[src/include/clock_mode_consts.svh]
`ifndef CLOCK_MODE_CONSTS_SVH
`define CLOCK_MODE_CONSTS_SVH
`define OFS_CTRL1 12'h000
`define OFS_CTRL2 12'h004
`define OFS_STATUS 12'h008
`define OFS_LOOP 12'h00c
`define C1_HIGH_GAIN 7
`define C1_RANGE 6
`define C1_REF_SEL 5
`define C1_SEL 4:3
`define C1_SEL_HI 4
`define C2_MULT 6:4
`define C2_DIV 2:0
`define SEL_SELF 2'h0
`define SEL_LOOP_INT 2'h1
`define SEL_BYPASS 2'h2
`define SEL_LOOP_EXT 2'h3
`define CODE_OFF 2'h0
`define SETTLE_CYCLES 4
`define N_BASE 5'h04
`define P_LOW_SHIFT 6
`define RATIO_MIN 12'h004
`define REF_DIV_INT 3'h7
`define REF_DIV_EXT 3'h1
`define FIELD3_RST 3'h0
`define FIXED_HALF 4'h1
`define FIXED_FULL 4'h0
`define SYNC_W 5
`endif

[src/include/clock_mode_pkg.sv]
package clock_mode_pkg;
    typedef enum logic [2:0] {
        M_SELF = 3'h0,
        M_LOOP_INT = 3'h1,
        M_LOOP_EXT = 3'h3,
        M_BYPASS = 3'h2,
        M_OFF = 3'h6
    } clk_mode_t;
endpackage

[src/core/tick_divider.sv]
`timescale 1ns/1ps
module tick_divider #(
    parameter int SHIFT_W = 4,
    parameter int CNT_W = 8
) (
    input wire logic clk_in,
    input wire logic rst_n_in,
    input wire logic en_in,
    input wire logic tick_in,
    input wire logic [SHIFT_W-1:0] shift_in,
    output logic tick_out
);
    logic [CNT_W-1:0] count_r;
    logic [CNT_W-1:0] mask;

    if (SHIFT_W < 1 || CNT_W < 1 || (1 << SHIFT_W) > CNT_W + 8) begin : g_width_check
        $error("tick_divider: unsupported widths");
    end

    // terminal count is 2**shift - 1
    assign mask = CNT_W'(({{CNT_W{1'b0}}, 1'b1} << shift_in) - 1'b1);

    always_ff @(posedge clk_in or negedge rst_n_in) begin
        if (!rst_n_in) begin
            count_r <= '0;
            tick_out <= 1'b0;
        end else if (!en_in) begin
            count_r <= '0;
            tick_out <= 1'b0;
        end else if (tick_in) begin
            if (count_r >= mask) begin
                count_r <= '0;
                tick_out <= 1'b1;
            end else begin
                count_r <= count_r + 1'b1;
                tick_out <= 1'b0;
            end
        end else begin
            tick_out <= 1'b0;
        end
    end
endmodule

[src/core/clock_mode_select_and_status.sv]
`timescale 1ns/1ps
`include "clock_mode_consts.svh"
// Behaviour
// - two-bit request and granted status, 00 self, 01 loop-int, 10 bypass, 11 loop-ext.
// - status follows a select write only after several cycles, never the same cycle.
// - first control write without ref select and 1x request locks ref select low.
// - grant self unless leaving bypass before dco stable; loop-int on dco stable; bypass on ext ok.
// - ungrantable requests keep self, loop-int, bypass or off as the conditions say.
// - self-clocked output ignores the reference; comparisons still use internal ref.
// - loop-ext output is dco over R after lock, over 2R while locking.
// - loop-ext fixed clock is ext ref over 2 when P*N/R >= 4 and locked.
// - otherwise the fixed clock follows the internal bus clock in bypass, off and loop-ext; self and loop-int hold it low.
// - high gain selects the strong oscillator, effective only with ref select set.
// - high gain is writable once after reset; later writes are ignored.
// - self-clocked output is the dco clock divided by R.
// - bypass output is the external reference divided by R, no multiplication.
// - loop-internal target is internal ref over 7, times 64, times N, over R.
// - loop-external target is ext times P times N over R, P 64 or 1.
// - mult field decodes to N 4..18 by twos, div field to R 1..128.
// - ext ok follows the real reference only while it is monitored.
// - clock loss in loop-ext with ext ok falls back to bypass, status 10.
module clock_mode_select_and_status
    import clock_mode_pkg::*;
#(
    parameter int SETTLE = `SETTLE_CYCLES
) (
    input wire logic clk_in,
    input wire logic reset_n_in,
    input wire logic psel_in,
    input wire logic penable_in,
    input wire logic pwrite_in,
    input wire logic [11:0] paddr_in,
    input wire logic [31:0] pwdata_in,
    input wire logic [3:0] pstrb_in,
    output logic [31:0] prdata_out,
    output logic pready_out,
    output logic pslverr_out,
    input wire logic dco_stable_in,
    input wire logic ext_ref_meet_in,
    input wire logic clock_loss_in,
    input wire logic fll_locked_in,
    input wire logic stop_in,
    input wire logic dco_tick_in,
    input wire logic ext_tick_in,
    input wire logic bus_tick_in,
    output logic clock_gen_out,
    output logic fixed_freq_clk_out,
    output logic [1:0] clock_status_out,
    output logic osc_amp_en_out,
    output logic high_gain_out,
    output logic loop_engage_out,
    output logic loop_ref_ext_out,
    output logic [10:0] loop_mult_out,
    output logic [2:0] loop_ref_div_out
);
    if (SETTLE < 4 || SETTLE > 15) begin : g_settle_check
        $error("clock_mode_select_and_status: SETTLE must be 4..15");
    end

    logic [1:0] rst_sync_r;
    logic rst_n;
    logic [`SYNC_W-1:0] sync1_r;
    logic [`SYNC_W-1:0] sync2_r;
    logic dco_s, ext_meet_s, loss_s, locked_s, stop_s;
    logic setup, access, wr_c1, wr_c2, rd_map, ro_hit;
    logic [31:0] rdata;
    logic [1:0] req_r;
    logic ref_select_r, ref_lock_r, high_gain_r, first_done_r, range_r;
    logic [2:0] mult_r, div_r;
    logic [3:0] settle_r;
    logic upd, ext_ok, seen_lock_r, ratio_ok, fixed_half, half;
    clk_mode_t mode_r, mode_nxt;
    logic [4:0] n_val;
    logic [10:0] pn;
    logic [3:0] gen_shift;

    always_ff @(posedge clk_in or negedge reset_n_in) begin
        if (!reset_n_in) begin
            rst_sync_r <= 2'h0;
        end else begin
            rst_sync_r <= {rst_sync_r[0], 1'b1};
        end
    end
    assign rst_n = rst_sync_r[1];

    always_ff @(posedge clk_in or negedge rst_n) begin
        if (!rst_n) begin
            sync1_r <= '0;
            sync2_r <= '0;
        end else begin
            sync1_r <= {stop_in, fll_locked_in, clock_loss_in, ext_ref_meet_in, dco_stable_in};
            sync2_r <= sync1_r;
        end
    end
    assign {stop_s, locked_s, loss_s, ext_meet_s, dco_s} = sync2_r;

    // apb decode, one wait-free access phase
    assign setup = psel_in && !penable_in;
    assign access = psel_in && penable_in && pready_out;
    assign wr_c1 = access && pwrite_in && pstrb_in[0] && paddr_in == `OFS_CTRL1;
    assign wr_c2 = access && pwrite_in && pstrb_in[0] && paddr_in == `OFS_CTRL2;
    assign ro_hit = paddr_in == `OFS_STATUS || paddr_in == `OFS_LOOP;
    assign rd_map = paddr_in == `OFS_CTRL1 || paddr_in == `OFS_CTRL2 || ro_hit;

    always_comb begin
        rdata = 32'h0;
        unique case (paddr_in)
            `OFS_CTRL1: rdata = {24'h0, high_gain_r, range_r, ref_select_r, req_r, 3'h0};
            `OFS_CTRL2: rdata = {25'h0, mult_r, 1'b0, div_r};
            `OFS_STATUS: rdata = {24'h0, ref_lock_r, ratio_ok, locked_s, loss_s,
                                  ext_ok, dco_s, clock_status_out};
            `OFS_LOOP: rdata = {21'h0, pn};
            default: rdata = 32'h0;
        endcase
    end

    always_ff @(posedge clk_in or negedge rst_n) begin
        if (!rst_n) begin
            pready_out <= 1'b0;
            pslverr_out <= 1'b0;
            prdata_out <= 32'h0;
        end else begin
            pready_out <= setup;
            pslverr_out <= setup && (!rd_map || (pwrite_in && ro_hit));
            if (setup) begin
                prdata_out <= pwrite_in ? 32'h0 : rdata;
            end
        end
    end

    // first control write decides ref select lock and high gain
    always_ff @(posedge clk_in or negedge rst_n) begin
        if (!rst_n) begin
            req_r <= `SEL_SELF;
            range_r <= 1'b0;
            ref_select_r <= 1'b0;
            ref_lock_r <= 1'b0;
            high_gain_r <= 1'b0;
            first_done_r <= 1'b0;
        end else if (wr_c1) begin
            req_r <= pwdata_in[`C1_SEL];
            range_r <= pwdata_in[`C1_RANGE];
            if (!first_done_r) begin
                first_done_r <= 1'b1;
                high_gain_r <= pwdata_in[`C1_HIGH_GAIN];
                ref_select_r <= pwdata_in[`C1_REF_SEL] && pwdata_in[`C1_SEL_HI];
                ref_lock_r <= !(pwdata_in[`C1_REF_SEL] && pwdata_in[`C1_SEL_HI]);
            end else begin
                ref_select_r <= pwdata_in[`C1_REF_SEL] && !ref_lock_r;
            end
        end
    end

    always_ff @(posedge clk_in or negedge rst_n) begin
        if (!rst_n) begin
            mult_r <= `FIELD3_RST;
            div_r <= `FIELD3_RST;
        end else if (wr_c2) begin
            mult_r <= pwdata_in[`C2_MULT];
            div_r <= pwdata_in[`C2_DIV];
        end
    end

    // settling delay after a select write
    always_ff @(posedge clk_in or negedge rst_n) begin
        if (!rst_n) begin
            settle_r <= 4'h0;
        end else if (wr_c1) begin
            settle_r <= 4'(SETTLE);
        end else if (settle_r != 4'h0) begin
            settle_r <= settle_r - 4'h1;
        end
    end
    assign upd = settle_r == 4'h0 && !wr_c1;

    // reference monitoring: forced low, forced high or real time
    always_comb begin
        if (!req_r[1]) begin
            ext_ok = 1'b0;
        end else if (req_r == `SEL_BYPASS && !ref_select_r) begin
            ext_ok = 1'b1;
        end else begin
            ext_ok = ext_meet_s;
        end
    end

    always_comb begin
        mode_nxt = mode_r;
        if (stop_s) begin
            mode_nxt = M_OFF;
        end else begin
            unique case (req_r)
                `SEL_SELF: mode_nxt = (mode_r == M_BYPASS && !dco_s) ? M_BYPASS : M_SELF;
                `SEL_LOOP_INT: mode_nxt = dco_s ? M_LOOP_INT : M_SELF;
                `SEL_BYPASS: begin
                    if (ext_ok) begin
                        mode_nxt = M_BYPASS;
                    end else begin
                        mode_nxt = (mode_r == M_OFF) ? M_OFF : M_SELF;
                    end
                end
                `SEL_LOOP_EXT: begin
                    if (loss_s && ext_ok && (mode_r == M_LOOP_EXT || mode_r == M_BYPASS)) begin
                        mode_nxt = M_BYPASS;
                    end else if (dco_s && ext_ok && !loss_s) begin
                        mode_nxt = M_LOOP_EXT;
                    end else if (dco_s && !loss_s && mode_r == M_LOOP_INT) begin
                        mode_nxt = M_LOOP_INT;
                    end else begin
                        mode_nxt = M_SELF;
                    end
                end
            endcase
        end
    end

    function automatic logic [1:0] code_of(input clk_mode_t m);
        unique case (m)
            M_SELF: code_of = `SEL_SELF;
            M_LOOP_INT: code_of = `SEL_LOOP_INT;
            M_BYPASS: code_of = `SEL_BYPASS;
            M_LOOP_EXT: code_of = `SEL_LOOP_EXT;
            default: code_of = `CODE_OFF;
        endcase
    endfunction

    always_ff @(posedge clk_in or negedge rst_n) begin
        if (!rst_n) begin
            mode_r <= M_SELF;
            clock_status_out <= `SEL_SELF;
        end else if (upd) begin
            mode_r <= mode_nxt;
            clock_status_out <= code_of(mode_nxt);
        end
    end

    // first lock tracking for the extra halving
    always_ff @(posedge clk_in or negedge rst_n) begin
        if (!rst_n) begin
            seen_lock_r <= 1'b0;
        end else if (mode_r != M_LOOP_EXT || (wr_c2 && pwdata_in[`C2_MULT] != mult_r)) begin
            seen_lock_r <= 1'b0;
        end else if (locked_s) begin
            seen_lock_r <= 1'b1;
        end
    end

    assign n_val = {1'b0, mult_r, 1'b0} + `N_BASE;
    assign pn = range_r ? {6'h0, n_val} : 11'({n_val, 6'h0});
    assign ratio_ok = {1'b0, pn} >= (`RATIO_MIN << div_r);
    assign half = mode_r == M_LOOP_EXT && !seen_lock_r;
    assign gen_shift = {1'b0, div_r} + {3'h0, half};
    assign fixed_half = mode_r == M_LOOP_EXT && ratio_ok && locked_s;

    tick_divider #(
        .SHIFT_W(4),
        .CNT_W(8)
    ) u_gen_div (
        .clk_in(clk_in),
        .rst_n_in(rst_n),
        .en_in(mode_r != M_OFF),
        .tick_in(mode_r == M_BYPASS ? ext_tick_in : dco_tick_in),
        .shift_in(gen_shift),
        .tick_out(clock_gen_out)
    );

    tick_divider #(
        .SHIFT_W(4),
        .CNT_W(8)
    ) u_fixed_div (
        .clk_in(clk_in),
        .rst_n_in(rst_n),
        .en_in(mode_r != M_LOOP_INT && mode_r != M_SELF),
        .tick_in(fixed_half ? ext_tick_in : bus_tick_in),
        .shift_in(fixed_half ? `FIXED_HALF : `FIXED_FULL),
        .tick_out(fixed_freq_clk_out)
    );

    // oscillator and loop steering
    always_ff @(posedge clk_in or negedge rst_n) begin
        if (!rst_n) begin
            osc_amp_en_out <= 1'b0;
            high_gain_out <= 1'b0;
            loop_engage_out <= 1'b0;
            loop_ref_ext_out <= 1'b0;
            loop_mult_out <= 11'h0;
            loop_ref_div_out <= `REF_DIV_INT;
        end else begin
            osc_amp_en_out <= ref_select_r && req_r[1];
            high_gain_out <= high_gain_r && ref_select_r;
            loop_engage_out <= mode_r == M_LOOP_INT || mode_r == M_LOOP_EXT;
            loop_ref_ext_out <= mode_r == M_LOOP_EXT;
            loop_mult_out <= (mode_r == M_LOOP_EXT) ? pn : 11'({n_val, 6'h0});
            loop_ref_div_out <= (mode_r == M_LOOP_EXT) ? `REF_DIV_EXT : `REF_DIV_INT;
        end
    end
endmodule

[config.mk]
export PLATFORM = sky130hd
export DESIGN_NAME = clock_mode_select_and_status
export DESIGN_NICKNAME = d
export VERILOG_FILES = /design/src/include/clock_mode_pkg.sv /design/src/core/tick_divider.sv /design/src/core/clock_mode_select_and_status.sv
export VERILOG_INCLUDE_DIRS = /design/src /design/src/include
export SDC_FILE = /design/constraint.sdc
export NUM_CORES = 1
export LEC_CHECK = 0
export BUFFER_PORTS_ARGS = -buffer_cell sky130_fd_sc_hd__buf_2
export CORE_UTILIZATION = 50
export DETAILED_ROUTE_END_ITERATION = 16
export PLACE_DENSITY_LB_ADDON = 0.2
export SYNTH_ARGS = -nofsm -noshare
export SYNTH_HDL_FRONTEND = slang
export SYNTH_SLANG_ARGS = --single-unit
[constraint.sdc]
create_clock -name clk_in -period 3.3 [get_ports clk_in]
set_clock_uncertainty 0.15 [all_clocks]
set_input_delay 0 -clock clk_in [delete_from_list [all_inputs] [get_ports clk_in]]
set_output_delay 0 -clock clk_in [all_outputs]
set_load 0.05 [all_outputs]
==> results.md <==
- P_leak: 2.76 nW
- Post-DR vias/cell: 5.45
- Num CTS Buffers: 9
- DP Area: 0.00491 mm^2
- Peak supply drop: 281 uV
- Slew margin rel.: 0.349
- Minimum clock period: 3.76 ns
- H-tree depth: 3
- Synth Cell Area: 0.00440 mm^2
- Row count: 33
- Routed WL per cell: 15.4 um
- Total gr overflow: 0
- Die Y: 95.8 um
- CTS Sinks: 79
- Final hold vios: 0
- CTS tree: yes
- Total core area: 0.00838 mm^2
- Post-synth ARST share: 1.00
- Number of global-route vias before repair: 3608
- I/O pin count: 117
- Final antenna-violating net count: 0
- First-pass GRT wire length: 17100 um
- Gr usage total: 0.245
- Vias post-DR: 3676
- Initial antenna violation count: 0
- Width of the die: 95.8 um
- Violated checks: negative setup slack
- Register area share after synthesis: 0.449
- Largest net degree at the start of global routing: 78
- Setup slack after layout: -0.462 ns
- RePlAce Congestion: 0.813
- Layout cells sized above 1: 0.268
- Synth cell count leaders: dfrtp_1 (78), nand2_1 (45), buf_4 (28)
- Mean post-synth cell area: 9.89 um^2
- Top cells by area, synth: dfrtp_1 (44%), ha_1 (6.3%), buf_4 (4.8%), nand2_1 (3.8%), o21ai_0 (2.7%)
- Initial drt markers: 142
- Max Root-Sink Buffers: 2
- Cell variety after synth: 65
- ANT cells: 0
- Post-synthesis cell count: 445
- HPWL Detailed: 7040 um
- Register bit total from synthesis: 79
- Total wire length: 10400 um
- Startpoint Class: flip-flop
- RSZ-0062 raised after global routing: true
- Detailed-route DRC error count: 0
- Status: finished, violations left
- Root Driver: clkbuf_8
- Fmax: 0.266 GHz
- Post-synth EDFFs: 0
- Crit path DAT: 3.88 ns
- Tcrit/Tclk final: 1.14
- IO buf count: 64
- Util after Layout: 0.665
- Setup violations, final: 9
- Power per cell area: 440 mW/mm^2
- Die area: 0.00919 mm^2
- Worst-Margin Slew: 0.977 ns
- Ys Warns: 0
- Class of the most critical setup path: reg2reg
- Skew-Pair Late Insertion Delay: 0.36 ns
- Final Slew Violations: 0
- Dpl cells: 618
- Synth top area share: 0.443
- CP endpoint kind: flip-flop
- Top_reg_cell synth: dfrtp_1
- Post-synth top area cell: dfrtp_1
- Hold WC Path Type: in2reg
- Hold WS: 0.0488 ns
- Area growth syn-to-layout: 26.5%
- Initial Util: 0.525
- Pre-antenna DRT Iters: 4
- Final Instance Area: 0.00557 mm^2
- Most frequent cell after synthesis: dfrtp_1
- Fin cells: 675
- Final #Nets: 648
- CTS clk-pin slew, worst paths: 0.09 ns
- Worst slack, placed: -0.427 ns
- Worst endpoint required time: 3.41 ns
- Max-Cap Viols: 0
- CP Max Fanout: 6
-- kinds of logic after synthesis --
family	Yosys count	synth area share
flip-flops	79	0.449
adder cells (fa/ha/maj)	23	0.0648
other	2	0.00171
XOR/XNOR	13	0.0259
AO/OA/AOI/OAI	94	0.143
AND/OR/NAND/NOR	151	0.186
buffers and inverters	65	0.0838
multiplexers	18	0.0460
-- worst max-delay path, cell delays in order, from the launching register on --
cell and delay [ns]:
dfrtp_1 0.39, and4bb_2 0.35, nand2_4 0.07, inv_4 0.06, ha_4 0.15, xor2_4 0.08
or3_4 0.35, ha_4 0.18, nor2b_4 0.12, o2111a_1 0.12, nor4_2 0.28, ha_1 0.29
o21a_1 0.13, a21oi_2 0.18, o31ai_4 0.10, a211oi_2 0.22, buf_4 0.19, a21oi_1 0.07
a31oi_1 0.18
-- metrics by stage --
stage / setup TNS, ns / power (mW)
after floorplan: -3.81 / 1.60
after global placement: -2.29 / 1.70
after detailed placement: -3.02 / 1.73
after CTS: -2.72 / 2.45
after global routing: -4.81 / 2.59
final: -3.23 / 2.45
-- repair_timing --
item,CTS,global route
pin swaps,7,5
endpoints found under the hold margin,33,0
gates cloned,1,0
hold buffers,35,0
setup buffers,3,2
resized for setup,10,9
endpoints found under the setup margin,9,13
-- where the power goes --
part | internal (mW) | switching, mW | leakage (nW) | total (mW)
clock network | 0.282 | 0.382 | 0.0919 | 0.664
logic | 0.271 | 0.411 | 1.63 | 0.682
registers | 1.04 | 0.0660 | 1.04 | 1.11
-- layout by cell type, fill, tap and decap left out, drive strengths merged, types with 8 or more instances in the layout --
cell type,synthesis,routed
a22o,9,9
dlygate4sd3,0,35
mux2,8,8
nand2b,9,9
o21ai,25,25
xnor2,10,10
conb,2,26
nand3,14,14
a21oi,17,17
inv,17,20
buf,36,98
clkbuf,12,9
nor2,24,24
ha,22,22
dfrtp,78,78
nand2,45,45
nor2b,9,9
and2,8,8
and3,8,8
nor3b,8,8
mux2i,9,9
-- flip-flops by register name, indices dropped and copies added, names as in the netlist, 3 cells and up --
register,flops
prdata_out,11
loop_mult_out,8
u_fixed_div.count_r,8
u_gen_div.count_r,8
sync1_r,5
sync2_r,5
settle_r,4
div_r,3
mode_r,3
mult_r,3
-- per-layer routing --
| metal | track usage | part of all wire | up-vias |
|---|---|---|---|
| met4 | 0.0684 | 0.012 | 0 |
| met1 | 0.300 | 0.44 | 1793 |
| met5 | 0 | 0 | - |
| met2 | 0.433 | 0.50 | 116 |
| met3 | 0.0561 | 0.050 | 12 |
| li1 | - | - | 1755 |
-- layout make-up --
| type | instances | area [um^2] |
|---|---|---|
| clock buffers | 9 | 124 |
| well taps | 105 | 131 |
| flip-flops and latches | 79 | 1980 |
| repair buffers | 133 | 923 |
| multi-input cells | 325 | 2290 |
| inverters | 17 | 66.3 |
| clock inverters | 7 | 55.1 |
| fillers | 667 | 2810 |
-- worst paths after layout --
path                               start                      to  slack [ns]  cells after the start
min                          bus_tick_in  u_fixed_div.count_r[6]        0.05                      3
max reg2reg                    mode_r[2]    u_gen_div.count_r[5]       -0.46                     18
min in group asynchronous     reset_n_in           rst_sync_r[1]        0.32                      3
max                            mode_r[2]    u_gen_div.count_r[5]       -0.46                     18
min reg2reg                   sync1_r[0]              sync2_r[0]        0.20                      0
max in group asynchronous  rst_sync_r[1]    u_gen_div.count_r[0]        2.00                      0
(Power assumes the default switching activity.)
